## src/verilog/potential_loss_pkg.sv

```systemverilog
// Constants shared by the potential-loss watch and its rotation checkers.
// Measured magnitudes arrive as unsigned per-unit words where PU_ONE is rated value.
package potential_loss_pkg;
    localparam int MAG_W = 16;
    localparam int ELEM_N = 8;
    localparam int ROT_N = 2;
    localparam logic [MAG_W-1:0] PU_ONE = 16'h1000;
    localparam logic [MAG_W-1:0] LVL_HUNDREDTH = MAG_W'(PU_ONE / 100);
    localparam logic [MAG_W-1:0] LVL_TENTH = MAG_W'(PU_ONE / 10);
    localparam int RATIO_NUM = 4;
    localparam int RATIO_DEN = 10;
    localparam int CLK_PERIOD_NS = 50;
    localparam int DELAY_UNIT_NS = 1000000;
    localparam int DELAY_UNIT_CYC = DELAY_UNIT_NS / CLK_PERIOD_NS;
    localparam logic [7:0] ADDR_CTRL = 8'h00;
    localparam logic [7:0] ADDR_DELAY = 8'h04;
    localparam logic [7:0] ADDR_LOAD_THR = 8'h08;
    localparam logic [7:0] ADDR_OC_MASK = 8'h0C;
    localparam logic [7:0] ADDR_STATUS = 8'h10;
    localparam logic [7:0] ADDR_FUSE_CLR = 8'h14;
    localparam int CTRL_PERMIT = 0;
    localparam int CTRL_REVERSING = 1;
    localparam int CTRL_ROT_ACB = 2;
    localparam int CTRL_BRK_ASSIGNED = 3;
    localparam int ST_BLOCK = 0;
    localparam int ST_COND = 1;
    localparam int ST_FUSE = 2;
    localparam int ST_ROT = 4;
    localparam logic [3:0] CTRL_RESET = 4'h0;
    localparam logic [15:0] DELAY_RESET = 16'h0064;
    localparam logic [15:0] LOAD_THR_RESET = 16'h0200;
    localparam logic [7:0] OC_MASK_RESET = 8'h00;
endpackage

```

## src/verilog/rotation_check.sv

```systemverilog
// Phase-rotation checker for one measuring input.
// Assumes sequence magnitudes and input level are in the shared per-unit scale.
`timescale 1ns/100ps
`default_nettype none
module rotation_check
    import potential_loss_pkg::*;
(
    input wire logic i_clk_sys, // System clock.
    input wire logic i_rst_b, // Asynchronous reset, active low.
    input wire logic [MAG_W-1:0] i_pos, // Positive-sequence magnitude.
    input wire logic [MAG_W-1:0] i_neg, // Negative-sequence magnitude.
    input wire logic [MAG_W-1:0] i_level, // Input magnitude.
    input wire logic i_setting_acb, // Configured rotation is reversed.
    input wire logic i_reversing, // Both rotations allowed.
    output logic o_warn // Rotation differs from setting.
);
    logic measured_acb;
    logic level_ok;

    // A dominant negative sequence means the inputs see the reversed rotation.
    assign measured_acb = i_neg > i_pos;
    assign level_ok = i_level >= LVL_TENTH;

    always_ff @(posedge i_clk_sys or negedge i_rst_b) begin
        if (!i_rst_b) begin
            o_warn <= 1'b0;
        end else if (!level_ok || i_reversing) begin
            o_warn <= 1'b0;
        end else begin
            o_warn <= measured_acb != i_setting_acb;
        end
    end
endmodule
`default_nettype wire

```

## src/verilog/potential_loss_watch.sv

```systemverilog
// Potential-loss supervision with fuse-input watch and per-input rotation checks.
// Assumes all inputs synchronous to i_clk_sys and a single-cycle register port.
`timescale 1ns/100ps
`default_nettype none
// How it works
// - Block only when all measured, pickup, breaker and dead-bus conditions hold.
// - Some phase voltage must be below one hundredth of rated.
// - Residual voltage below one hundredth, or negative/positive ratio above forty percent.
// - All three phase currents below the load-current threshold.
// - Residual current below one tenth of rated current.
// - No assigned overcurrent element picked up.
// - Breaker closed when assigned; ignored when unassigned.
// - No block while a dead busbar is reported.
// - Active block inhibits elements whose supervision enable is set.
// - A fuse-input change blocks all supervised elements.
// - Rotation derived from sequence components and compared with setting.
// - One rotation warning flag per measuring input.
// - Reversing permission suppresses every rotation warning.
// - Voltage rotation checked only at one tenth rated voltage or more.
// - Current rotation checked only at one tenth rated current or more.
// - Block issued only after conditions persist for the alarm delay.
// - Block reaches elements only while the block permit is set.
module potential_loss_watch
    import potential_loss_pkg::*;
#(
    parameter int P_UNIT_CYCLES = DELAY_UNIT_CYC
) (
    input wire logic i_clk_sys, // System clock, 20 MHz.
    input wire logic i_rst_b, // Asynchronous reset, active low.
    input wire logic [7:0] i_addr, // Register byte address.
    input wire logic [31:0] i_wr_data, // Register write data.
    input wire logic i_wr_en, // Write strobe.
    input wire logic i_rd_en, // Read strobe.
    output logic [31:0] o_rd_data, // Read data, cycle after strobe.
    input wire logic [MAG_W-1:0] i_v_ph1, // Phase 1 voltage.
    input wire logic [MAG_W-1:0] i_v_ph2, // Phase 2 voltage.
    input wire logic [MAG_W-1:0] i_v_ph3, // Phase 3 voltage.
    input wire logic [MAG_W-1:0] i_v_res, // Residual voltage.
    input wire logic [MAG_W-1:0] i_v_pos, // Positive-sequence voltage.
    input wire logic [MAG_W-1:0] i_v_neg, // Negative-sequence voltage.
    input wire logic [MAG_W-1:0] i_i_ph1, // Phase 1 current.
    input wire logic [MAG_W-1:0] i_i_ph2, // Phase 2 current.
    input wire logic [MAG_W-1:0] i_i_ph3, // Phase 3 current.
    input wire logic [MAG_W-1:0] i_i_res, // Residual current.
    input wire logic [MAG_W-1:0] i_i_pos, // Positive-sequence current.
    input wire logic [MAG_W-1:0] i_i_neg, // Negative-sequence current.
    input wire logic [MAG_W-1:0] i_i_level, // Current level for rotation check.
    input wire logic [MAG_W-1:0] i_v_level, // Voltage level for rotation check.
    input wire logic [ELEM_N-1:0] i_oc_pickup, // Overcurrent pickups.
    input wire logic i_breaker_closed, // Breaker closed.
    input wire logic i_dead_bus, // Offline detection: dead busbar.
    input wire logic i_fuse_trip_input, // VT automatic breaker state.
    input wire logic [ELEM_N-1:0] i_mcs_enable, // Element supervision enables.
    output logic o_potential_loss_block, // Potential-loss block.
    output logic [ELEM_N-1:0] o_elem_block, // Per-element inhibit.
    output logic [ROT_N-1:0] o_rot_warn // Rotation warning, bit0 VT, bit1 CT.
);
    logic [3:0] ctrl_reg;
    logic [15:0] delay_reg;
    logic [15:0] load_thr_reg;
    logic [7:0] oc_mask_reg;
    logic [31:0] unit_cnt_reg;
    logic [15:0] ms_cnt_reg;
    logic fuse_prev_reg;
    logic fuse_primed_reg;
    logic fuse_flag_reg;
    logic any_v_low;
    logic res_ok;
    logic i_low;
    logic ires_ok;
    logic oc_ok;
    logic brk_ok;
    logic cond;
    logic fuse_change;
    logic fuse_clr;
    logic [19:0] ratio_neg;
    logic [19:0] ratio_pos;
    logic [31:0] status_word;
    logic [MAG_W-1:0] rot_pos [ROT_N];
    logic [MAG_W-1:0] rot_neg [ROT_N];
    logic [MAG_W-1:0] rot_lvl [ROT_N];
    logic [31:0] cond_run_reg;
    logic [31:0] hold_need;

    assign any_v_low = (i_v_ph1 < LVL_HUNDREDTH) || (i_v_ph2 < LVL_HUNDREDTH)
        || (i_v_ph3 < LVL_HUNDREDTH);
    assign ratio_neg = 20'(i_v_neg) * 20'(RATIO_DEN);
    assign ratio_pos = 20'(i_v_pos) * 20'(RATIO_NUM);
    assign res_ok = (i_v_res < LVL_HUNDREDTH) || (ratio_neg > ratio_pos);
    assign i_low = (i_i_ph1 < load_thr_reg) && (i_i_ph2 < load_thr_reg)
        && (i_i_ph3 < load_thr_reg);
    assign ires_ok = i_i_res < LVL_TENTH;
    assign oc_ok = ~|(i_oc_pickup & oc_mask_reg);
    assign brk_ok = !ctrl_reg[CTRL_BRK_ASSIGNED] || i_breaker_closed;
    assign cond = any_v_low && res_ok && i_low && ires_ok && oc_ok && brk_ok && !i_dead_bus;
    assign fuse_change = fuse_primed_reg && (i_fuse_trip_input != fuse_prev_reg);
    assign fuse_clr = i_wr_en && (i_addr == ADDR_FUSE_CLR) && i_wr_data[0];
    assign hold_need = 32'(delay_reg) * 32'(P_UNIT_CYCLES);

    always_ff @(posedge i_clk_sys or negedge i_rst_b) begin
        if (!i_rst_b) begin
            ctrl_reg <= CTRL_RESET;
            delay_reg <= DELAY_RESET;
            load_thr_reg <= LOAD_THR_RESET;
            oc_mask_reg <= OC_MASK_RESET;
        end else if (i_wr_en) begin
            unique case (i_addr)
                ADDR_CTRL: ctrl_reg <= i_wr_data[3:0];
                ADDR_DELAY: delay_reg <= i_wr_data[15:0];
                ADDR_LOAD_THR: load_thr_reg <= i_wr_data[15:0];
                ADDR_OC_MASK: oc_mask_reg <= i_wr_data[7:0];
                default: begin
                end
            endcase
        end
    end

    always_comb begin
        status_word = 32'h0;
        status_word[ST_BLOCK] = o_potential_loss_block;
        status_word[ST_COND] = cond;
        status_word[ST_FUSE] = fuse_flag_reg;
        status_word[ST_ROT +: ROT_N] = o_rot_warn;
    end

    always_ff @(posedge i_clk_sys or negedge i_rst_b) begin
        if (!i_rst_b) begin
            o_rd_data <= 32'h0;
        end else if (i_rd_en) begin
            unique case (i_addr)
                ADDR_CTRL: o_rd_data <= {28'h0, ctrl_reg};
                ADDR_DELAY: o_rd_data <= {16'h0, delay_reg};
                ADDR_LOAD_THR: o_rd_data <= {16'h0, load_thr_reg};
                ADDR_OC_MASK: o_rd_data <= {24'h0, oc_mask_reg};
                ADDR_STATUS: o_rd_data <= status_word;
                default: o_rd_data <= 32'h0;
            endcase
        end else begin
            o_rd_data <= 32'h0;
        end
    end

    // Delay counts whole milliseconds; any break in the conditions restarts it.
    always_ff @(posedge i_clk_sys or negedge i_rst_b) begin
        if (!i_rst_b) begin
            unit_cnt_reg <= 32'h0;
            ms_cnt_reg <= 16'h0;
            o_potential_loss_block <= 1'b0;
        end else if (!cond) begin
            unit_cnt_reg <= 32'h0;
            ms_cnt_reg <= 16'h0;
            o_potential_loss_block <= 1'b0;
        end else if (ms_cnt_reg >= delay_reg) begin
            o_potential_loss_block <= 1'b1;
        end else if (unit_cnt_reg >= 32'(P_UNIT_CYCLES - 1)) begin
            unit_cnt_reg <= 32'h0;
            ms_cnt_reg <= ms_cnt_reg + 16'h1;
        end else begin
            unit_cnt_reg <= unit_cnt_reg + 32'h1;
        end
    end

    // Counts edges with the conditions held, so the delay can be checked apart from the unit counters.
    always_ff @(posedge i_clk_sys or negedge i_rst_b) begin
        if (!i_rst_b) begin
            cond_run_reg <= 32'h0;
        end else if (!cond) begin
            cond_run_reg <= 32'h0;
        end else if (~&cond_run_reg) begin
            cond_run_reg <= cond_run_reg + 32'h1;
        end
    end

    // The first sample after reset only primes the edge detector.
    always_ff @(posedge i_clk_sys or negedge i_rst_b) begin
        if (!i_rst_b) begin
            fuse_prev_reg <= 1'b0;
            fuse_primed_reg <= 1'b0;
            fuse_flag_reg <= 1'b0;
        end else begin
            fuse_prev_reg <= i_fuse_trip_input;
            fuse_primed_reg <= 1'b1;
            if (fuse_change) begin
                fuse_flag_reg <= 1'b1;
            end else if (fuse_clr) begin
                fuse_flag_reg <= 1'b0;
            end
        end
    end

    always_ff @(posedge i_clk_sys or negedge i_rst_b) begin
        if (!i_rst_b) begin
            o_elem_block <= '0;
        end else begin
            o_elem_block <= i_mcs_enable & {ELEM_N{(o_potential_loss_block && ctrl_reg[CTRL_PERMIT])
                || fuse_flag_reg}};
        end
    end

    assign rot_pos[0] = i_v_pos;
    assign rot_neg[0] = i_v_neg;
    assign rot_lvl[0] = i_v_level;
    assign rot_pos[1] = i_i_pos;
    assign rot_neg[1] = i_i_neg;
    assign rot_lvl[1] = i_i_level;

    for (genvar g = 0; g < ROT_N; g++) begin : g_rot
        rotation_check u_rot (
            .i_clk_sys(i_clk_sys),
            .i_rst_b(i_rst_b),
            .i_pos(rot_pos[g]),
            .i_neg(rot_neg[g]),
            .i_level(rot_lvl[g]),
            .i_setting_acb(ctrl_reg[CTRL_ROT_ACB]),
            .i_reversing(ctrl_reg[CTRL_REVERSING]),
            .o_warn(o_rot_warn[g])
        );
    end
endmodule
`default_nettype wire

```

## config.mk

```make
export PLATFORM = sky130hd
export DESIGN_NAME = potential_loss_watch
export DESIGN_NICKNAME = d
export VERILOG_FILES = /design/src/verilog/potential_loss_pkg.sv /design/src/verilog/rotation_check.sv /design/src/verilog/potential_loss_watch.sv
export SDC_FILE = /design/constraint.sdc
export NUM_CORES = 1
export LEC_CHECK = 0
export ABC_AREA = 0
export BUFFER_PORTS_ARGS = -buffer_cell sky130_fd_sc_hd__buf_2
export CORE_ASPECT_RATIO = 1.4
export CORE_UTILIZATION = 32
export DETAILED_ROUTE_END_ITERATION = 6
export GPL_ROUTABILITY_DRIVEN = 1
export GPL_TIMING_DRIVEN = 0
export PLACE_DENSITY = 0.63
export RECOVER_POWER = 100
export SYNTH_ARGS = -nofsm -noshare
export SYNTH_HDL_FRONTEND = slang
export SYNTH_SLANG_ARGS = --single-unit
export TNS_END_PERCENT = 1
```

## constraint.sdc

```tcl
create_clock -name i_clk_sys -period 3.52 [get_ports i_clk_sys]
set_clock_uncertainty 0.15 [all_clocks]
set_input_delay 0.176 -clock i_clk_sys [delete_from_list [all_inputs] [get_ports i_clk_sys]]
set_output_delay 0.176 -clock i_clk_sys [all_outputs]
set_load 0.01 [all_outputs]
```

Yosys cells after proc, flatten, opt, wreduce, memory -nomap -nowiden --
Index checks and enable logic that the tools add are counted.
Word-level totals: register bits 138, latch bits 0, RAM bits 0, memory bits (read-only) 0, bits of input ports 287, output and inout port bits 43, word-level logic and storage cells 91, memories 0
Operators by class: $add $sub $neg 2, multiply operators 1, div/mod/pow operators 0, order comparisons 15, equality and inequality tests 11, shifts and indexed selects 0, mux-type cells 14, bitwise logic cells 2, reductions and logical operators 32
Operators with widths (count):
- $mux 32 | 4
- $pmux 16 s5 | 1
- $lt 16x6->1 const B | 4
- $lt 16x16->1 | 3
- $mux 16 | 3
- $add 32x1->32 const B | 1
- $ge 16x9->1 const B | 2
- $ge 32x15->1 const B | 1
- $gt 16x16->1 | 2
- $gt 20x18->1 | 1
- $mul 16x3->19 const B | 1
- $add 16x1->16 const B | 1
- $and 8x8->8 | 2
- $eq 8x4->1 const B | 2
- $eq 8x5->1 const B | 2
- $ge 16x16->1 | 1
- $lt 16x9->1 const B | 1
- $logic_and 1x1->1 | 12
- $reduce_and 2->1 | 5
- $eq 8x3->1 const B | 1
- $logic_not 8->1 | 1
- $reduce_or 8->1 | 1
- $logic_or 1x1->1 | 7
- $mux 1 | 6
- other kinds (5) | 12

Depth between registers and ports, before layout --
Gate-level depths: netlist (run 1).
depth in word-level cells 11, gate-level depth with buffers 21, depth with buffers taken out 20

Modules after synthesis --
Synthesis (run 1) repeated with hierarchy kept, for this count alone.
Second synthesis, totals: cells, all modules 1020, area, all modules 9115.0 um2
By module, submodules not included:
- potential_loss_watch | times used 1, cells an instance 888, area each 8081.5 um2
- rotation_check | times used 2, cells an instance 66, area each 516.7 um2

Worst setup path after synthesis (run 1) --
OpenSTA, ideal clock, no wires.
kind in2reg, from input i_v_neg[2], to register unit_cnt_reg[7], library setup time 0.118 ns, arrival 3.879 ns, setup slack -0.627 ns, cell stages on the path 19, buffers on the path 1, cell sequence ha_1 > ha_1 > a211o_1 > a2111oi_0 > o21a_2 > o31a_2 > o21bai_1 > a21oi_1 > xnor2_1 > ha_1 > a211oi_1 > o21ai_0 > a2111oi_0 > o22ai_1 > o2111ai_2 > buf_2 > nand4_1 > xor2_1 > nor2_1
On the way: longest elaborated chain between the ends 10, elaborated cells between the ends (all ways) 11, those cells by class 1 x mul; 1 x order compare; 1 x eq/ne; 1 x mux; 7 x reduce/logical
RTL lines:
- from (decl) | line potential_loss_watch.sv:40 | input wire logic [MAG_W-1:0] i_v_neg,
- $mul 16x3->19 * | line potential_loss_watch.sv:87 | assign ratio_neg = 20'(i_v_neg) * 20'(RATIO_DEN);
- $gt 20x18->1 * | line potential_loss_watch.sv:89 | assign res_ok = (i_v_res < LVL_HUNDREDTH) || (ratio_neg > ratio_pos);
- $logic_or 1x1->1 * | line potential_loss_watch.sv:89
- $logic_and 1x1->1 * (6 in series) | line potential_loss_watch.sv:95 | assign cond = any_v_low && res_ok && i_low && ires_ok && oc_ok && brk_ok && !i_dead_bus;
- $ne 2x2->1 (no source line) / $mux 32 (equally long branches)
- to (signal assigned) | line potential_loss_watch.sv:159 | unit_cnt_reg <= unit_cnt_reg + 32'h1;
- to (decl) | line potential_loss_watch.sv:62 | logic [31:0] unit_cnt_reg;
Every way passes the cells marked *; elsewhere a longest branch is shown, timed or not. A chain may end at the register's enable or synchronous reset.

Worst setup path in the final report (run 1) --
from input i_v_neg[5], to register unit_cnt_reg[27]
The elaborated chain is that of the path after synthesis.

==> flow_summary.yaml, run 1 <==
min_path:
  hold_class: "in -> reg"
  min_from: "i_i_level[8]"
floorplanning:
  ios: 330
  fp.coreArea_sq_um: 27600
  die_w_um: 143
  rows: 72
  die-area_sq_um: 28600
  initial_utilization_pct: 32.4
  fp.dieH_um: 200
sta:
  relSlewSlack_pct: -5.42
  setup_viol: 50
  max_freq_mhz: 253
  slew_viol_final: 66
  min_period_over_period_pct: 112
  grt_setup_unrepaired: "true"
  period_needed_ns: 3.95
  setup_ws_ns: -0.426
  final_hold_viol_count: 0
  tightest_slew_ns: 1.58
critical_path:
  crit_type: "in -> reg"
  crit_chain: "buf_2 -> ha_4 -> ha_4 -> o21a_4 -> a2111oi_4 -> o21a_2 -> o31a_4 -> o21bai_1 -> a21oi_1 -> xnor2_1 -> ha_1 -> a211oi_2 -> o21ai_1 -> a2111oi_2 -> o22ai_2 -> o2111ai_2 -> buf_4 -> nand2_2 -> buf_4 -> nor2_1 -> o21a_1"
  path_buf_inv: 3
  timing.rr.start: "delay_reg[6]"
  worst_setup_path_end_kind: "flip-flop"
  worstPathMaxFanout: 4
  crit_required_ns: 3.72
  critPathTopFamily: "compound AO/OA/AOI/OAI gates"
  critical-path-max-stage-delay_ns: 0.35
  cp-start-kind: "primary input"
  cp_data_arrival_time_ns: 4.15
  crit_path_top_delay_cell: "a2111oi_4"
  crit_start: "i_v_neg[5]"
power_and_ir_drop:
  peakVddDrop_uv: 296
  leakagePower_nw: 5.85
  p_per_area_nw_per_um2: 333
synth:
  async_reset_ff_share_pct: 100
  synth-compound-area-share_pct: 14.0
  synth_simple_gate_area_share_pct: 16.3
  synth_most_common_cell: "ha_1"
  syn_inst: 946
  yosysTopAreaCell: "dfrtp_1"
  synth_top_family_by_area: "adder cells"
  synth.top_cell.area_share_pct: 33.1
  synthAdderAreaFrac_pct: 19.7
  synth_area_leaders: "dfrtp_1 33%, ha_1 19%, mux2_2 5.7%"
  ys_seq_elements: 122
  synthXorXnorAreaFrac_pct: 3.83
  netlist_top_cells_count: "139 x ha_1, 118 x dfrtp_1, 83 x nor2_1"
  syn_area_sq_um: 8920
  synth_edf_count: 0
  yosysSeqAreaShare_pct: 34.3
  synth_top_flop_cell: "dfrtp_1"
  syn_avg_cell_area_sq_um: 9.43
  synth.distinct_cells: 68
  yosys_warnings: 0
  synthMuxAreaShare_pct: 5.79
clock_network:
  cts_tree: "yes"
  clock_latency_ns: 0.41
  clockRootBuffer: "clkbuf_16"
  htree_levels: 4
  cts-buffers-inserted: 17
  cts.sinks: 122
  clkTransAtPathRegs_ns: 0.05
  clock_path_buffers: 2
final_layout:
  final_cell_area_sq_um: 12100
  multi_input_area_sq_um: 5650
  largest_register_ffs: 32
  final_core_util_pct: 44.0
  regArea_sq_um: 3060
  area_delta_synth_final_pct: 36.0
  fill_cells: 2744
  num-nets-final: 1736
  drive_gt1_share_pct: 31.2
placement:
  post-dp-hpwl_um: 22200
  io_buffer_count: 285
  pre_cts_ws_ns: -1.67
  gp_congestion: 0.877
  placed_area_sq_um: 10900
grt:
  grt_pass1_vias: 8625
  grt_use_total_pct: 19.7
  grt_max_degree: 66
  overflow: 0
  antenna_found_initial: 4
  grt_pass1_wl_um: 43600
routing:
  drcViolationCount: 0
  via_per_inst: 4.91
  dr.pass1.iters: 5
  avgRoutedWirePerCell_um: 16.1
  vias: 8327
  routed_wirelength_um: 27400
  drt_first_iter_violations: 387
  final_antenna_net_count: 0
job:
  maxCapViolations: 1
status:
  status: "finished with violations"
  violations: "max-capacitance violations, max-slew violations, negative setup slack"
per-stage QoR:
stage	total power (W)	hold WS (ns)	TNS, ns	std cells
floorplan	0.00199	-0.270	-15.18	961
global placement	0.00232	0.161	-75.10	1616
detailed placement	0.00235	0.0470	-78.30	1617
CTS	0.00406	0.0273	-13.42	1691
global route	0.00427	0.0403	-30.66	1696
finish	0.00404	0.0489	-13.34	1697
power breakdown:
part / switching [W] / internal [W]
clock: 0.000630 / 0.000982
sequential: 0.0000265 / 0.00144
combinational: 0.000498 / 0.000469
total: 0.00115 / 0.00289
layout make-up:
class | instances | area share [%]
multi-input combinational | 719 | 46.6
inverter | 82 | 2.54
sequential | 122 | 25.2
clock inverter | 12 | 0.835
tap | 370 | 3.81
buffer | 38 | 2.14
timing repair buffer | 329 | 15.1
antenna | 5 | 0.103
clock buffer | 20 | 3.68
placed cells by master, fill, tap and decap left out, types with 12 or more instances in the layout:
cell type	n
inv_1	82
o21a_1	14
nand3_1	22
clkbuf_16	17
nor4_1	18
and2_1	12
a21oi_1	42
xor2_1	26
mux2_2	45
o21ai_0	43
a22oi_1	13
buf_2	252
ha_1	127
dlygate4sd3_1	30
ha_4	12
nor3_1	12
nor2b_1	17
conb_1	17
nand2_1	58
dfrtp_1	118
nand4_1	33
clkbuf_1	45
nor2_1	81
xnor2_1	13
buf_4	29
cells by family (layout without fill, tap and decap cells):
| logic type | after synthesis | count (layout) |
|---|---|---|
| xor+xnor | 39 | 39 |
| simple gates | 289 | 289 |
| compound gates | 188 | 188 |
| buf+inv | 120 | 481 |
| other cells | 2 | 22 |
| flops | 122 | 122 |
| fa+ha+maj | 140 | 140 |
| mux | 46 | 46 |
per-layer routing:
metal	vias up	global-route usage, %	routed length, um
met5	-	0	0
met4	0	5.54	441
met3	27	3.69	1370
met2	248	36.0	13900
met1	3928	23.2	11600
li1	4124	-	-
worst min-delay path: cells and delay by family:
| family | cells | cell delay (ns) |
|---|---|---|
| AOI/OAI and AO/OA | 2 | 0.29 |
| buffers and inverters | 1 | 0.09 |
final timing paths:
check,slack (ns),end,depth (start not counted)
max,-0.43,unit_cnt_reg[27],21
max reg2reg,0.11,ms_cnt_reg[10],12
min reg2reg,0.33,fuse_flag_reg,2
min in group asynchronous,0.50,o_rd_data[14],2
min,0.05,g_rot[1].u_rot.o_warn,3
max in group asynchronous,0.46,o_rd_data[2],3
timing repair:
| action | in CTS | in global routing |
|---|---|---|
| hold endpoints to repair | 117 | 0 |
| endpoints found under the setup margin | 50 | 50 |
| resized for setup | 45 | 7 |
| hold buffers | 30 | 0 |
| buffers inserted | 12 | 1 |
| pin swaps | 34 | 12 |
(Power assumes the default switching activity.)
==> run 2, diff against run 1 <==
Settings changed: CORE_UTILIZATION 32 to 45, MAX_ROUTING_LAYER set to met4, PLACE_DENSITY 0.63 to 0.81.
==> run 2 against run 1 <==
Effect of this change:
- the run still ends with max-capacitance violations, max-slew violations, negative setup slack left
- via count is 4.9% higher
- routed wire length increased by 1.7%
- largest cell class unchanged
- sequential cell count unchanged
==> flow_summary.yaml, run 2 (synthesis gave the netlist of run 1 again) <==
status:
  status: "finished with violations"
  violations: "max-capacitance violations, max-slew violations, negative setup slack"
clock_network:
  clockRootBuffer: "clkbuf_16"
  clkTransAtPathRegs_ns: 0.06
  htree_levels: 4
  cts_tree: "yes"
  cts-buffers-inserted: 17
  cts.sinks: 122
  clock_latency_ns: 0.42
  clock_path_buffers: 2
placement:
  gp_congestion: 0.935
  placed_area_sq_um: 10800
  io_buffer_count: 285
  post-dp-hpwl_um: 21300
critical_path:
  worst_setup_path_end_kind: "flip-flop"
  cp-start-kind: "primary input"
  r2r_slack_ns: 0.23
  crit_required_ns: 3.71
  crit_type: "in -> reg"
  critical-path-max-stage-delay_ns: 0.37
  worstPathMaxFanout: 10
  rr_worst_depth: 12
  crit_chain: "buf_8 -> ha_4 -> ha_4 -> a211o_1 -> a2111oi_4 -> o21a_2 -> o31a_4 -> o21bai_1 -> a21oi_1 -> xnor2_1 -> ha_1 -> buf_4 -> nand4b_1 -> nor2_1 -> a32oi_1 -> nor2_1 -> o22ai_2 -> nor2_2 -> or3_1 -> buf_6 -> buf_6 -> nor2_1"
  cp_data_arrival_time_ns: 3.95
  cp_common_cell: "nor2_1"
  crit_path_top_delay_cell: "or3_1"
grt:
  grt_pass1_vias: 8997
  overflow: 0
  grt_use_total_pct: 28.3
  grt_max_degree: 68
  antenna_found_initial: 1
  grt_pass1_wl_um: 43700
routing:
  vias: 8731
  via_per_inst: 5.57
  avgRoutedWirePerCell_um: 17.7
  drt_first_iter_violations: 456
  dr.pass1.iters: 5
  drcViolationCount: 0
  final_antenna_net_count: 0
  routed_wirelength_um: 27800
floorplanning:
  fp.coreArea_sq_um: 19300
  die_w_um: 121
  initial_utilization_pct: 46.3
  fp.dieH_um: 169
  rows: 60
  die-area_sq_um: 20400
  ios: 330
job:
  maxCapViolations: 1
sta:
  tightest_slew_ns: 3.00
  slew_viol_final: 57
  relSlewSlack_pct: -100
  setup_ws_ns: -0.239
  final.setup.tns_ns: -4.80
  max_freq_mhz: 266
  grt_setup_unrepaired: "true"
  setup_viol: 43
  min_period_over_period_pct: 107
  final_hold_viol_count: 0
  period_needed_ns: 3.76
min_path:
  hold_depth: 3
  hold_class: "in -> reg"
final_layout:
  layout_common_cells: "251 x buf_2, 127 x ha_1, 118 x dfrtp_1, 82 x inv_1, 77 x nor2_1"
  num-nets-final: 1733
  drive_gt1_share_pct: 31.6
  largest_register_ffs: 32
  area_delta_synth_final_pct: 34.8
  fill_cells: 1537
  layout_commonest_cell: "buf_2"
  final_cell_area_sq_um: 12000
power_and_ir_drop:
  leakagePower_nw: 5.87
  peakVddDrop_uv: 362
  p_per_area_nw_per_um2: 355
==> run 2: changes by cell type in the layout (fill, tap and decap cells not counted), sizes merged <==
cell / previous run / this run
buf: 292 / 290
bufinv: 1 / 3
clkbuf: 65 / 63
clkinv: 9 / 4
clkinvlp: 2 / 3
diode: 5 / 1
inv: 82 / 85
==> run 2: worst paths after layout <==
path | startpoint | end
max | i_v_neg[2] | unit_cnt_reg[8]
min | i_i_level[12] | g_rot[1].u_rot.o_warn
max reg2reg | delay_reg[6] | ms_cnt_reg[8]
min reg2reg | fuse_primed_reg | fuse_flag_reg
max in group asynchronous | i_rst_b | g_rot[1].u_rot.o_warn
min in group asynchronous | i_rst_b | load_thr_reg[13]
==> run 2: critical path: cells and delay by family <==
family          cells  cell delay, ns
simple gates        6            0.80
xor+xnor            1            0.14
buf+inv             4            0.53
compound gates      8            1.55
fa+ha+maj           3            0.73
==> run 2: cell type report <==
type                       count  area, sq um  area share, %
antenna                        1         2.50         0.0208
sequential                   122         3060           25.4
clock buffer                  19          453           3.76
buffer                        38          256           2.13
tap                          248          310           2.58
clock inverter                13          166           1.38
inverter                      82          308           2.56
multi-input combinational    719         5670           47.1
timing repair buffer         326         1810           15.0
==> run 2: timing repair <==
action / 4_1_cts / 5_1_grt
endpoints found under the setup margin: 50 / 50
endpoints found under the hold margin: 115 / 0
setup buffers: 9 / 1
hold buffers: 30 / 0
resized for setup: 36 / 27
cloned: 0 / 0
pin swaps: 25 / 11
==> run 2: report_power, final <==
part           switching (W)  total [W]  leakage, nW  internal [W]
sequential         0.0000282    0.00147         1.65       0.00144
combinational       0.000515   0.000991         3.92      0.000476
clock               0.000658    0.00181        0.296       0.00116
total                0.00120    0.00427         5.87       0.00307
==> run 2: layer usage <==
metal	share of wire [%]	up-vias	global-route usage (%)
met4	4.3	0	13.6
li1	-	4129	-
met5	0	-	-
met2	51	381	49.7
met3	6.3	92	5.19
met1	38	4129	30.5
==> run 2: through the flow <==
step	setup WS, ns	instances	hold slack [ns]	utilization (%)	power [W]
global placement	-1.34	1494	0.161	55.8	0.00231
finish	-0.239	1568	0.0208	62.4	0.00427
floorplan	-0.400	961	-0.270	-	0.00199
CTS	-0.348	1566	0.00620	62.1	0.00424
global route	-0.401	1568	0.0429	62.4	0.00446
detailed placement	-1.42	1495	0.0159	56.0	0.00235
==> run 3, diff against run 2 <==
==> constraint.sdc (replaced) <==
create_clock -name i_clk_sys -period 3.52 [get_ports i_clk_sys]
set_clock_uncertainty 0.15 [all_clocks]
set_input_delay 0 -clock i_clk_sys [delete_from_list [all_inputs] [get_ports i_clk_sys]]
set_output_delay 0 -clock i_clk_sys [all_outputs]
set_load 0.01 [all_outputs]
==> run 3 against run 2 <==
Effect of this change:
- the run ends with design-rule violations, max-capacitance violations, max-slew violations, negative setup slack left
- clock power about the same
- via count increased by 0.73%
- final cell count increased by 0.77%
- register-to-register slack better by 0.07 ns
- utilization rose by 0.61 points
- maximum frequency grew 4.0%
- count of clock-buffer cells in the layout unchanged
- critical path depth stayed put
- power up 0.60%
- sequential power about the same
- critical path type unchanged
- critical endpoint unchanged
- largest cell class unchanged
- largest power group unchanged
- highest routed layer unchanged
==> flow_summary.yaml, run 3 (synthesis gave the netlist of run 1 again) <==
clock_network:
  cts-buffers-inserted: 17
  clock_latency_ns: 0.43
  clock_path_buffers: 2
  cts.sinks: 122
  clkTransAtPathRegs_ns: 0.06
  clockRootBuffer: "clkbuf_16"
  cts_tree: "yes"
  htree_levels: 4
final_layout:
  final_cells: 1580
  layout_common_cells: "252 x buf_2, 128 x ha_1, 118 x dfrtp_1, 82 x inv_1, 78 x nor2_1"
  largest_register_ffs: 32
  drive_gt1_share_pct: 31.4
  fill_cells: 1517
  layout_commonest_cell: "buf_2"
  area_delta_synth_final_pct: 36.2
  num-nets-final: 1745
  final_cell_area_sq_um: 12200
floorplanning:
  fp.coreArea_sq_um: 19300
  die-area_sq_um: 20400
  fp.dieH_um: 169
  rows: 60
  initial_utilization_pct: 46.3
  die_w_um: 121
  ios: 330
routing:
  dr.pass1.iters: 7
  routed_wirelength_um: 28100
  via_per_inst: 5.57
  vias: 8795
  final_antenna_net_count: 0
  drt_first_iter_violations: 415
  avgRoutedWirePerCell_um: 17.8
  drcViolationCount: 1
sta:
  tightest_slew_ns: 1.60
  max_freq_mhz: 277
  relSlewSlack_pct: -6.77
  setup_ws_ns: -0.0957
  period_needed_ns: 3.62
  final.setup.tns_ns: -0.854
  slew_viol_final: 68
  min_period_over_period_pct: 103
  setup_viol: 21
  grt_setup_unrepaired: "true"
  final_hold_viol_count: 0
placement:
  io_buffer_count: 285
  placed_area_sq_um: 10800
  post-dp-hpwl_um: 21300
  dpl.cell_count: 1495
  gp_congestion: 0.935
critical_path:
  crit_type: "in -> reg"
  cp_data_arrival_time_ns: 3.81
  worst_setup_path_end_kind: "flip-flop"
  cp-start-kind: "primary input"
  crit_required_ns: 3.72
  worstPathMaxFanout: 10
  rr_worst_depth: 12
grt:
  grt_use_total_pct: 28.6
  antenna_found_initial: 1
  overflow: 0
  grt_pass1_vias: 9076
  grt_max_degree: 68
  grt_pass1_wl_um: 44100
job:
  maxCapViolations: 1
min_path:
  hold_depth: 5
  hold_class: "in -> reg"
status:
  status: "finished with violations"
  violations: "design-rule violations, max-capacitance violations, max-slew violations, negative setup slack"
power_and_ir_drop:
  leakagePower_nw: 5.92
  p_per_area_nw_per_um2: 354
  peakVddDrop_uv: 360
[run 3: timing repair]
item                                    in CTS  in global routing
pin swaps                                   25                 12
resized for setup                           36                 26
endpoints found under the setup margin      50                 50
cloned                                       0                  0
hold endpoints to repair                   184                  0
hold buffers                                42                  0
setup buffers                                9                  1
[run 3: area by class of cell]
type / instances / area, sq um / share of cell area [%]
multi-input cells: 719 / 5680 / 46.7
plain buffers: 38 / 256 / 2.11
flip-flops and latches: 122 / 3060 / 25.2
well taps: 248 / 310 / 2.55
inverters: 82 / 308 / 2.53
diodes: 1 / 2.50 / 0.0206
clock buffers: 19 / 453 / 3.73
clock inverters: 13 / 166 / 1.37
repair buffers: 338 / 1920 / 15.8
[run 3: report_power, final]
group	internal, W	switching [W]
Clock	0.00115	0.000655
Combinational	0.000490	0.000530
Sequential	0.00144	0.0000283
[run 3: worst paths after layout]
path / end / slack [ns] / start
setup / recovery: unit_cnt_reg[8] / -0.1 / i_v_neg[9]
hold / removal: o_rd_data[10] / 0.11 / i_addr[3]
setup reg to reg: unit_cnt_reg[8] / 0.30 / load_thr_reg[15]
hold reg to reg: fuse_flag_reg / 0.33 / fuse_primed_reg
max in group asynchronous: g_rot[1].u_rot.o_warn / 0.89 / i_rst_b
min in group asynchronous: load_thr_reg[9] / 0.73 / i_rst_b
[run 3: per-stage QoR]
step	total power (W)	setup slack (ns)	util (%)	hold WS [ns]
global route	0.00449	-0.287	63.0	0.141
global placement	0.00231	-1.16	55.8	-0.0148
finish	0.00430	-0.0957	63.0	0.111
CTS	0.00426	-0.172	62.8	0.0960
floorplan	0.00199	-0.224	-	-0.446
detailed placement	0.00235	-1.25	56.0	-0.160
[run 3: per-layer routing]
layer | wire length, um | vias up | part of all wire (%) | GRT usage, %
li1 | - | 4155 | - | -
met1 | 10800 | 4153 | 38 | 30.8
met2 | 14400 | 381 | 51 | 50.4
met3 | 1690 | 106 | 6.0 | 5.26
met4 | 1280 | 0 | 4.5 | 13.4
met5 | 0 | - | 0 | -
[run 3: critical path: stages]
cell and delay (ns):
buf_2 0.13, ha_1 0.30, ha_1 0.37, a21oi_1 0.17, nor2_1 0.07, a211oi_2 0.24, o31a_4 0.22, o21bai_1 0.07
a21oi_1 0.19, xnor2_1 0.14, ha_1 0.27, buf_4 0.15, nand4b_1 0.09, nor2_1 0.05, a32oi_1 0.19, nor2_1 0.07
o22ai_2 0.22, nor2_2 0.09, or3_1 0.38, buf_6 0.14, buf_6 0.13, nor2_1 0.13
